## config.mk

```make
export PLATFORM = sky130hd
export DESIGN_NAME = bbnss_top
export DESIGN_NICKNAME = d
export VERILOG_FILES = /design/src/bbnss_top.v
export VERILOG_INCLUDE_DIRS = /design/src /design/src/src
export SDC_FILE = /design/constraint.sdc
export NUM_CORES = 1
export LEC_CHECK = 0
export BUFFER_PORTS_ARGS = -buffer_cell sky130_fd_sc_hd__buf_2
export CAP_MARGIN = 20
export CORE_MARGIN = 4
export CORE_UTILIZATION = 52
export CTS_CLUSTER_DIAMETER = 50
export DETAILED_ROUTE_END_ITERATION = 8
export GPL_TIMING_DRIVEN = 0
export PLACE_DENSITY = 0.8
export SYNTH_ARGS = -nofsm -noshare
export SYNTH_HDL_FRONTEND = slang
export SYNTH_SLANG_ARGS = --single-unit
```

## constraint.sdc

```tcl
create_clock -name aclk -period 2.7 [get_ports aclk]
set_input_delay 0 -clock aclk [delete_from_list [all_inputs] [get_ports aclk]]
set_output_delay 0 -clock aclk [all_outputs]
set_load 0.005 [all_outputs]
```

## src/bbnss_defs.vh

```
// constants for the bus numbering and downstream status register bank
`ifndef BBNSS_DEFS_VH
`define BBNSS_DEFS_VH

// ****************************************
// register byte addresses
// ****************************************
`define BBNSS_BUSNUM_OFS     12'h018
`define BBNSS_DSTAT_OFS      12'h01C
`define BBNSS_IRQ_MASK_OFS   12'h040
`define BBNSS_HOLD_CNT_OFS   12'h044

// ****************************************
// field positions
// ****************************************
`define BBNSS_HOLD_MSB       31
`define BBNSS_HOLD_LSB       27
`define BBNSS_SUB_MSB        23
`define BBNSS_SUB_LSB        16
`define BBNSS_SEC_MSB        15
`define BBNSS_SEC_LSB        8
`define BBNSS_PRI_MSB        7
`define BBNSS_PRI_LSB        0
`define BBNSS_PE_BIT         31
`define BBNSS_SERR_BIT       30
`define BBNSS_MA_BIT         29
`define BBNSS_TA_BIT         28

// ****************************************
// reset values
// ****************************************
`define BBNSS_HOLD_RST_PCI   5'h00
`define BBNSS_HOLD_RST_PCIX  5'h08
`define BBNSS_BUSNUM_RST     8'h00
`define BBNSS_HOLD_LOW_ZERO  3'h0
// hardwired part of the downstream status word outside this bank
`define BBNSS_DSTAT_FIXED    32'h02A0_0101

// ****************************************
// axi responses
// ****************************************
`define BBNSS_RESP_OKAY      2'h0
`define BBNSS_RESP_SLVERR    2'h2

`endif

```

## src/bbnss_top.v

```verilog
// bus numbering, hold timer and downstream status flags behind an AXI4-Lite slave
`timescale 1ns/1ps
`include "bbnss_defs.vh"
// How it works
// - hold timer is five writable top bits; three bits below read zero.
// - bus ownership kept at least hold value times eight clocks during bursts.
// - hold field resets to 00000 in PCI mode, 01000 in PCI-X mode.
// - subordinate bus number, writable, reset zero, bounds type 1 claim.
// - secondary bus number, writable, reset zero, selects type 1 to type 0.
// - primary bus number, writable, reset zero, lowest byte.
// - parity flag set by address, target write or master read parity errors.
// - system error flag set while system error line is seen asserted.
// - master abort flag set when own secondary transaction is master aborted.
// - target abort flag set when own secondary transaction is target aborted.
module bbnss_top (
    // clock and reset
    input  wire        aclk,
    input  wire        aresetn,
    // axi4-lite write address
    input  wire [11:0] s_axi_awaddr,
    input  wire        s_axi_awvalid,
    output reg         s_axi_awready,
    // axi4-lite write data
    input  wire [31:0] s_axi_wdata,
    input  wire [3:0]  s_axi_wstrb,
    input  wire        s_axi_wvalid,
    output reg         s_axi_wready,
    // axi4-lite write response
    output reg  [1:0]  s_axi_bresp,
    output reg         s_axi_bvalid,
    input  wire        s_axi_bready,
    // axi4-lite read address
    input  wire [11:0] s_axi_araddr,
    input  wire        s_axi_arvalid,
    output reg         s_axi_arready,
    // axi4-lite read data
    output reg  [31:0] s_axi_rdata,
    output reg  [1:0]  s_axi_rresp,
    output reg         s_axi_rvalid,
    input  wire        s_axi_rready,
    // secondary bus mode, high for PCI-X
    input  wire        pcix_mode,
    // secondary bus events, one-cycle pulses or levels
    input  wire        addr_parity_err_target,
    input  wire        data_parity_err_target_write,
    input  wire        data_parity_err_master_read,
    input  wire        system_error_line_n,
    input  wire        master_abort_seen,
    input  wire        target_abort_seen,
    // burst ownership
    input  wire        burst_owner,
    output reg         hold_may_release,
    // type 1 configuration request decode
    input  wire        cfg_type1_valid,
    input  wire [7:0]  cfg_bus_num,
    output reg         cfg_to_type0,
    output reg         cfg_forward_type1,
    output reg         cfg_ignore,
    // interrupt
    output reg         irq
);

    // ****************************************
    // state
    // ****************************************
    reg  [4:0]  downstream_hold_timer_reg;
    reg  [7:0]  sub_bus_reg;
    reg  [7:0]  sec_bus_reg;
    reg  [7:0]  pri_bus_reg;
    reg  [3:0]  flags_reg;   // pe, serr, ma, ta in bits 3..0
    reg  [3:0]  irq_mask_reg;
    reg  [7:0]  hold_cnt_reg;
    reg  [11:0] awaddr_reg;
    reg  [31:0] wdata_reg;
    reg  [3:0]  wstrb_reg;
    reg         aw_have_reg;
    reg         w_have_reg;

    wire [7:0]  hold_cycles;
    wire [3:0]  events;
    wire        do_write;
    wire        do_read;
    wire [31:0] busnum_word;
    wire [31:0] dstat_word;
    reg  [31:0] rd_word;
    reg         rd_hit;
    reg  [3:0]  w1c_clear;
    reg  [3:0]  rd_clear;
    reg  [3:0]  flags_next;

    // in steps of eight clocks since the low three bits are always zero
    assign hold_cycles = {downstream_hold_timer_reg, `BBNSS_HOLD_LOW_ZERO};
    assign events = {addr_parity_err_target | data_parity_err_target_write
                     | data_parity_err_master_read,
                     ~system_error_line_n,
                     master_abort_seen,
                     target_abort_seen};

    assign busnum_word = {downstream_hold_timer_reg, `BBNSS_HOLD_LOW_ZERO,
                          sub_bus_reg, sec_bus_reg, pri_bus_reg};
    // flags over the fixed low bits; the hardwired top nibble is replaced by the flags
    assign dstat_word  = {flags_reg, 28'h0000000} | (`BBNSS_DSTAT_FIXED & 32'h0FFF_FFFF);
    // bus slave
    assign do_write = aw_have_reg & w_have_reg & ~s_axi_bvalid;
    assign do_read  = s_axi_arvalid & s_axi_arready;

    // ****************************************
    // read mux and flag clear terms
    // ****************************************
    always @* begin
        rd_word  = 32'h0000_0000;
        rd_hit   = 1'b1;
        rd_clear = 4'h0;
        case (s_axi_araddr)
            `BBNSS_BUSNUM_OFS:   rd_word = busnum_word;
            `BBNSS_DSTAT_OFS:    rd_word = dstat_word;
            `BBNSS_IRQ_MASK_OFS: rd_word = {28'h0000000, irq_mask_reg};
            `BBNSS_HOLD_CNT_OFS: rd_word = {24'h000000, hold_cnt_reg};
            default:             rd_hit  = 1'b0;
        endcase
        // reading the status word also clears what it showed
        if (do_read && s_axi_araddr == `BBNSS_DSTAT_OFS) begin
            rd_clear = flags_reg;
        end
        w1c_clear = 4'h0;
        if (do_write && awaddr_reg == `BBNSS_DSTAT_OFS && wstrb_reg[3]) begin
            w1c_clear = wdata_reg[31:28];
        end
        // a new event beats a clear in the same cycle
        flags_next = (flags_reg & ~(w1c_clear | rd_clear)) | events;
    end

    // ****************************************
    // registers and bus handshakes
    // ****************************************
    always @(posedge aclk) begin
        if (!aresetn) begin
            downstream_hold_timer_reg <= pcix_mode ? `BBNSS_HOLD_RST_PCIX : `BBNSS_HOLD_RST_PCI;
            sub_bus_reg   <= `BBNSS_BUSNUM_RST;
            sec_bus_reg   <= `BBNSS_BUSNUM_RST;
            pri_bus_reg   <= `BBNSS_BUSNUM_RST;
            flags_reg     <= 4'h0;
            irq_mask_reg  <= 4'h0;
            awaddr_reg    <= 12'h000;
            wdata_reg     <= 32'h0000_0000;
            wstrb_reg     <= 4'h0;
            aw_have_reg   <= 1'b0;
            w_have_reg    <= 1'b0;
            s_axi_awready <= 1'b0;
            s_axi_wready  <= 1'b0;
            s_axi_bvalid  <= 1'b0;
            s_axi_bresp   <= `BBNSS_RESP_OKAY;
            s_axi_arready <= 1'b0;
            s_axi_rvalid  <= 1'b0;
            s_axi_rresp   <= `BBNSS_RESP_OKAY;
            s_axi_rdata   <= 32'h0000_0000;
            irq           <= 1'b0;
        end else begin
            flags_reg <= flags_next;
            irq       <= |(flags_next & irq_mask_reg);
            // write address and data taken independently
            s_axi_awready <= ~aw_have_reg & ~(s_axi_awvalid & s_axi_awready);
            if (s_axi_awvalid && s_axi_awready) begin
                awaddr_reg  <= s_axi_awaddr;
                aw_have_reg <= 1'b1;
            end
            s_axi_wready <= ~w_have_reg & ~(s_axi_wvalid & s_axi_wready);
            if (s_axi_wvalid && s_axi_wready) begin
                wdata_reg  <= s_axi_wdata;
                wstrb_reg  <= s_axi_wstrb;
                w_have_reg <= 1'b1;
            end
            if (do_write) begin
                aw_have_reg  <= 1'b0;
                w_have_reg   <= 1'b0;
                s_axi_bvalid <= 1'b1;
                s_axi_bresp  <= `BBNSS_RESP_OKAY;
                case (awaddr_reg)
                    `BBNSS_BUSNUM_OFS: begin
                        if (wstrb_reg[3]) downstream_hold_timer_reg <= wdata_reg[`BBNSS_HOLD_MSB:`BBNSS_HOLD_LSB];
                        if (wstrb_reg[2]) sub_bus_reg <= wdata_reg[`BBNSS_SUB_MSB:`BBNSS_SUB_LSB];
                        if (wstrb_reg[1]) sec_bus_reg <= wdata_reg[`BBNSS_SEC_MSB:`BBNSS_SEC_LSB];
                        if (wstrb_reg[0]) pri_bus_reg <= wdata_reg[`BBNSS_PRI_MSB:`BBNSS_PRI_LSB];
                    end
                    `BBNSS_DSTAT_OFS: begin
                    end
                    `BBNSS_IRQ_MASK_OFS: begin
                        if (wstrb_reg[0]) irq_mask_reg <= wdata_reg[3:0];
                    end
                    `BBNSS_HOLD_CNT_OFS: begin
                    end
                    default: s_axi_bresp <= `BBNSS_RESP_SLVERR;
                endcase
            end else if (s_axi_bvalid && s_axi_bready) begin
                s_axi_bvalid <= 1'b0;
            end
            // read: one outstanding, address taken only while no data pending
            s_axi_arready <= ~s_axi_rvalid & ~do_read & ~s_axi_arready;
            if (do_read) begin
                s_axi_rvalid <= 1'b1;
                s_axi_rdata  <= rd_word;
                s_axi_rresp  <= rd_hit ? `BBNSS_RESP_OKAY : `BBNSS_RESP_SLVERR;
            end else if (s_axi_rvalid && s_axi_rready) begin
                s_axi_rvalid <= 1'b0;
            end
        end
    end

    // ****************************************
    // burst hold counter
    // ****************************************
    // counts clocks of ownership; release is allowed once the programmed minimum has passed
    always @(posedge aclk) begin
        if (!aresetn) begin
            hold_cnt_reg     <= 8'h00;
            hold_may_release <= 1'b0;
        end else if (!burst_owner) begin
            hold_cnt_reg     <= 8'h00;
            hold_may_release <= 1'b0;
        end else begin
            if (hold_cnt_reg != 8'hFF) begin
                hold_cnt_reg <= hold_cnt_reg + 8'h01;
            end
            // nine bits so the saturated count does not wrap and drop the release
            hold_may_release <= ({1'b0, hold_cnt_reg} + 9'h001) >= {1'b0, hold_cycles};
        end
    end

    // ****************************************
    // type 1 configuration decode
    // ****************************************
    always @(posedge aclk) begin
        if (!aresetn) begin
            cfg_to_type0      <= 1'b0;
            cfg_forward_type1 <= 1'b0;
            cfg_ignore        <= 1'b0;
        end else begin
            cfg_to_type0      <= cfg_type1_valid && cfg_bus_num == sec_bus_reg;
            cfg_forward_type1 <= cfg_type1_valid && cfg_bus_num > sec_bus_reg
                                 && cfg_bus_num <= sub_bus_reg;
            cfg_ignore        <= cfg_type1_valid && (cfg_bus_num < sec_bus_reg
                                 || cfg_bus_num > sub_bus_reg);
        end
    end

endmodule

```

Word-level counts from Yosys, hierarchy flattened
Index checks and enable logic that the tools add are counted.
- register bits after elaboration: 141
- input bits: 84
- output and inout port bits: 46
- word-level logic and storage cells: 110
- $add $sub $neg: 2
- order comparisons: 5
- equal/unequal tests: 13
- multiplexer cells: 15
- bitwise logic cells: 26
- reductions and logical operators: 24
- operators by type and width (cell ; number):
    32-bit one-hot mux with 4 select lines ; 1
    12-bit by 5-bit == test with 1-bit output (second input constant) ; 4
    12-bit by 7-bit == test with 1-bit output (second input constant) ; 4
    5-bit 2-to-1 mux ; 4
    8-bit > comparator ; 2
    3-bit AND reduction ; 5
    4-bit 2-to-1 mux ; 3
    4-bit OR reduction ; 3
    1-bit logical AND ; 11
    1-bit NOT ; 10
    8-bit by 1-bit adder with 9-bit output (second input constant) ; 1
    1-bit AND ; 9
    9-bit by 8-bit >= comparator with 1-bit output ; 1
    8-bit by 1-bit adder with 8-bit output (second input constant) ; 1
    4-bit AND ; 2
    8-bit == test ; 1
    8-bit <= comparator ; 1
    8-bit less-than comparator ; 1
    8-bit inequality test (second input constant) ; 1
    4-bit OR ; 2
    2-bit by 1-bit inequality test with 1-bit output (second input constant) ; 3
    1-bit 2-to-1 mux ; 5
    2-bit 2-to-1 mux ; 2
    4-bit NOT ; 1
    5 further kinds ; 7

Depth between registers and ports, before layout
- depth in word-level cells: 11
- depth in mapped cells: 9
- mapped depth without buffers: 9

Worst setup path after synthesis
No wires, ideal clock.
- kind: flip-flop to flip-flop
- start point: register awaddr_reg[1]
- end point: register irq_mask_reg[0]
- library setup time: 128 ps
- arrival time: 2027 ps
- required time: 2572 ps
- slack: 546 ps
- stages on the path, launching flop included: 7
- buffers on the path: 1
- clock period less this slack: 2154 ps
- path through: dfxtp_1 -> or4_4 -> or3_4 -> or4_4 -> buf_6 -> mux2i_1 -> nor2_1
- longest elaborated chain between the ends: 2
- ends and longest elaborated chain (what ; line ; RTL):
    start: declaration ; bbnss_top.v:73 ; reg [11:0] awaddr_reg;
    start signal: assignment ; bbnss_top.v:164 ; awaddr_reg <= s_axi_awaddr;
    12-bit by 7-bit == test with 1-bit output ; bbnss_top.v:178 ; case (awaddr_reg)
    3-bit AND reduction (no line) ; - ;
    end signal: assignment ; bbnss_top.v:188 ; if (wstrb_reg[0]) irq_mask_reg <= wdata_reg[3:0];
    end: declaration ; bbnss_top.v:71 ; reg [3:0] irq_mask_reg;
Every way passes these cells.
A chain may end at the register's enable or synchronous reset.

Final worst setup path
- start point: register awaddr_reg[1]
- end point: register sub_bus_reg[4]
- longest elaborated chain between the ends: 2
- ends and longest elaborated chain (what ; line ; RTL):
    12-bit by 5-bit == test with 1-bit output ; bbnss_top.v:178 ;
    3-bit AND reduction (no line) ; - ;
    end signal: assignment ; bbnss_top.v:139 ; sub_bus_reg <= `BBNSS_BUSNUM_RST;
    end signal: assignment ; bbnss_top.v:181 ; if (wstrb_reg[2]) sub_bus_reg <= wdata_reg[`BBNSS_SUB_MSB:`BBNSS_SUB_LSB];
    end: declaration ; bbnss_top.v:67 ; reg [7:0] sub_bus_reg;
Every way passes these cells.

==> out/metrics.cfg <==
[synthesis]
synthCells = 684
postSynthAreaPerCell_um2 = 8.22
synth_area_um2 = 5620
synth_edf_count = 5
synth_most_common_cell = nand2_1
synth_cell_types = 50
synth_common_cells = nand2_1 (172), dfxtp_1 (129), a21oi_1 (94)
synth_top_area_cell = dfxtp_1
yosys_warnings = 0
synth_top_area_share = 0.459
synth_ff_type = dfxtp_1
synth.ff_latch_count = 134
synthTopCellsByArea = dfxtp_1 (46%), nand2_1 (11%), a21oi_1 (8.4%)
ys_seq_area_frac = 0.486
async_flop_share = 0

[min_path]
holdPathEnd = cfg_forward_type1
hold_depth = 5
hp-start = cfg_bus_num[2]
hold_class = input pin to flip-flop

[drt]
drtIter0Drc = 478
via_per_inst = 5.37
wl_met2_um = 8020
drtAntennaViolNets = 0
first_pass_iters = 5
wl_per_cell_um = 15.9
highest_layer = met4
wl_met3_um = 1250
vias = 5579
route.detailed.drc = 0
drt-met1-wl_um = 6830
wirelength_um = 16500

[layout]
antenna_cells = 0
n_fill_cell = 759
drive_gt1_frac = 0.186
area_growth_pct = 35.1
largest_register_ffs = 30
num-nets-final = 999
fin_util = 0.729

[pwr]
power_density_nw_per_um2 = 599
irDropWorstVdd_mv = 0.405
leakage_uw = 0.00312

[floorplanning]
die_width_um = 112
rows = 37
io_pins = 130
die_area_um2 = 12500
core_area_um2 = 10400
initial_core_util = 0.540
chipHeight_um = 112

[sta]
skew_ps = 6.95
finalCriticalPeriod_ps = 2280
fmax_ghz = 0.438
tightestPinTransition_ps = 916
setup-violations-final = 0
relSlewSlack = 0.384
hold_viol = 0
setup_tns_ps = 0
rsz0062_at_grt = no
post-route-period-util = 0.845
final_max_slew_viol_count = 0

[setup_path]
startpoint_type = flip-flop
crit_fanout = 8
rr_worst_depth = 7
arrival_ps = 2720
r2r_end = sub_bus_reg[4]
r2r_setup_slack_ps = 420
timing.rr.start = awaddr_reg[1]
worst_setup_path_end_kind = flip-flop
crit_type = flip-flop to flip-flop
required_ps = 3140

[cts]
clk_pin_slew_ps = 60
root_buffer = clkbuf_8
cts_buffer_depth = 2
cts_resized = 0
holdBufCountCts = 66
cts_sinks = 134
cts-htree-levels = 4
clock_latency_ps = 520
cts_tree = yes
cts-buffers-inserted = 17
postCtsSetupBuffers = 0

[job]
maxCapViolations = 0

[placed_design]
hpwl_um = 11500
portBuffers = 120
gp_congestion = 0.907

[global_route]
grt-ovfl-total = 0
grtUsageTotal = 0.267
antenna_found_initial = 0
grt_pass1_vias = 5605
grt_max_degree = 17
grt_pass1_wl_um = 27000

[status]
outcome = finished, final reports clean

[cell families after synthesis]
family                   count (synthesis)  share of synthesized area
AND/OR/NAND/NOR                        279                      0.220
AO/OA/AOI/OAI                          158                      0.164
flip-flops                             134                      0.486
buffers and inverters                   76                     0.0561
adder cells (fa/ha/maj)                 23                     0.0512
XOR/XNOR                                 7                     0.0109
multiplexers                             6                     0.0109
other                                    1                   0.000667
[metrics by stage]
stage                     cell area, µm²  hold slack, ps  total power (µW)  setup slack, ps  std cells
after floorplan                     5630            91.9              2300              546        687
after global placement              6400             214              2420              486        943
after detailed placement            6400             217              2440              443        943
after CTS                           7590            19.3              4550              418       1039
after global routing                7590            82.3              4710              281       1039
final                               7590            62.5              4550              419       1039
[metal layers]
metal | global-route usage | vias up
met5 | 0 | -
met4 | 0.111 | 0
met3 | 0.0576 | 35
met2 | 0.449 | 229
met1 | 0.334 | 2593
li1 | - | 2722
[where the power goes]
| part | switching, µW | internal [µW] |
|---|---|---|
| clock network | 819 | 1250 |
| registers | 37.1 | 2050 |
| logic | 205 | 191 |
[area by class of cell]
cell class	instances	area [µm²]	share of cell area
sequential	134	2730	0.360
multi-input combinational	477	2580	0.340
timing repair buffer	186	1260	0.166
clock buffer	21	449	0.0592
buffer	44	195	0.0257
tap	136	170	0.0224
inverter	32	120	0.0158
clock inverter	9	78.8	0.0104
[worst max path at each step]
stage                      endpoint     startpoint  depth (start not counted)
floorplan           irq_mask_reg[0]  awaddr_reg[1]                          6
global placement    irq_mask_reg[3]  awaddr_reg[1]                          6
detailed placement   sub_bus_reg[4]  awaddr_reg[1]                          7
CTS                  sec_bus_reg[6]  awaddr_reg[1]                          7
global route         sub_bus_reg[4]  awaddr_reg[1]                          7
finish               sub_bus_reg[4]  awaddr_reg[1]                          7
[critical path, stage by stage, from the launching register on]
cell     delay, ps
dfxtp_1        310
or4_4          530
or3_4          410
nor3_2         350
and2_1         190
buf_2          180
nand2_1         80
a21oi_1        160
[cells in the final DEF (no fill, tap or decap), types with 5 or more instances in the layout]
cell type and count:
a22oi_1 17, nand4_1 6, and2_1 9, a21oi_1 94
edfxtp_1 5, clkbuf_16 16, nand3_1 19, nand2b_1 7
dlygate4sd3_1 66, inv_1 32, nor2_1 35, clkbuf_1 32
ha_1 23, o211ai_1 7, mux2i_1 5, nand2_1 172
dfxtp_1 129, buf_2 126, o21ai_0 21, nor3_1 9
No activity file was read; power rests on OpenSTA's default activity.
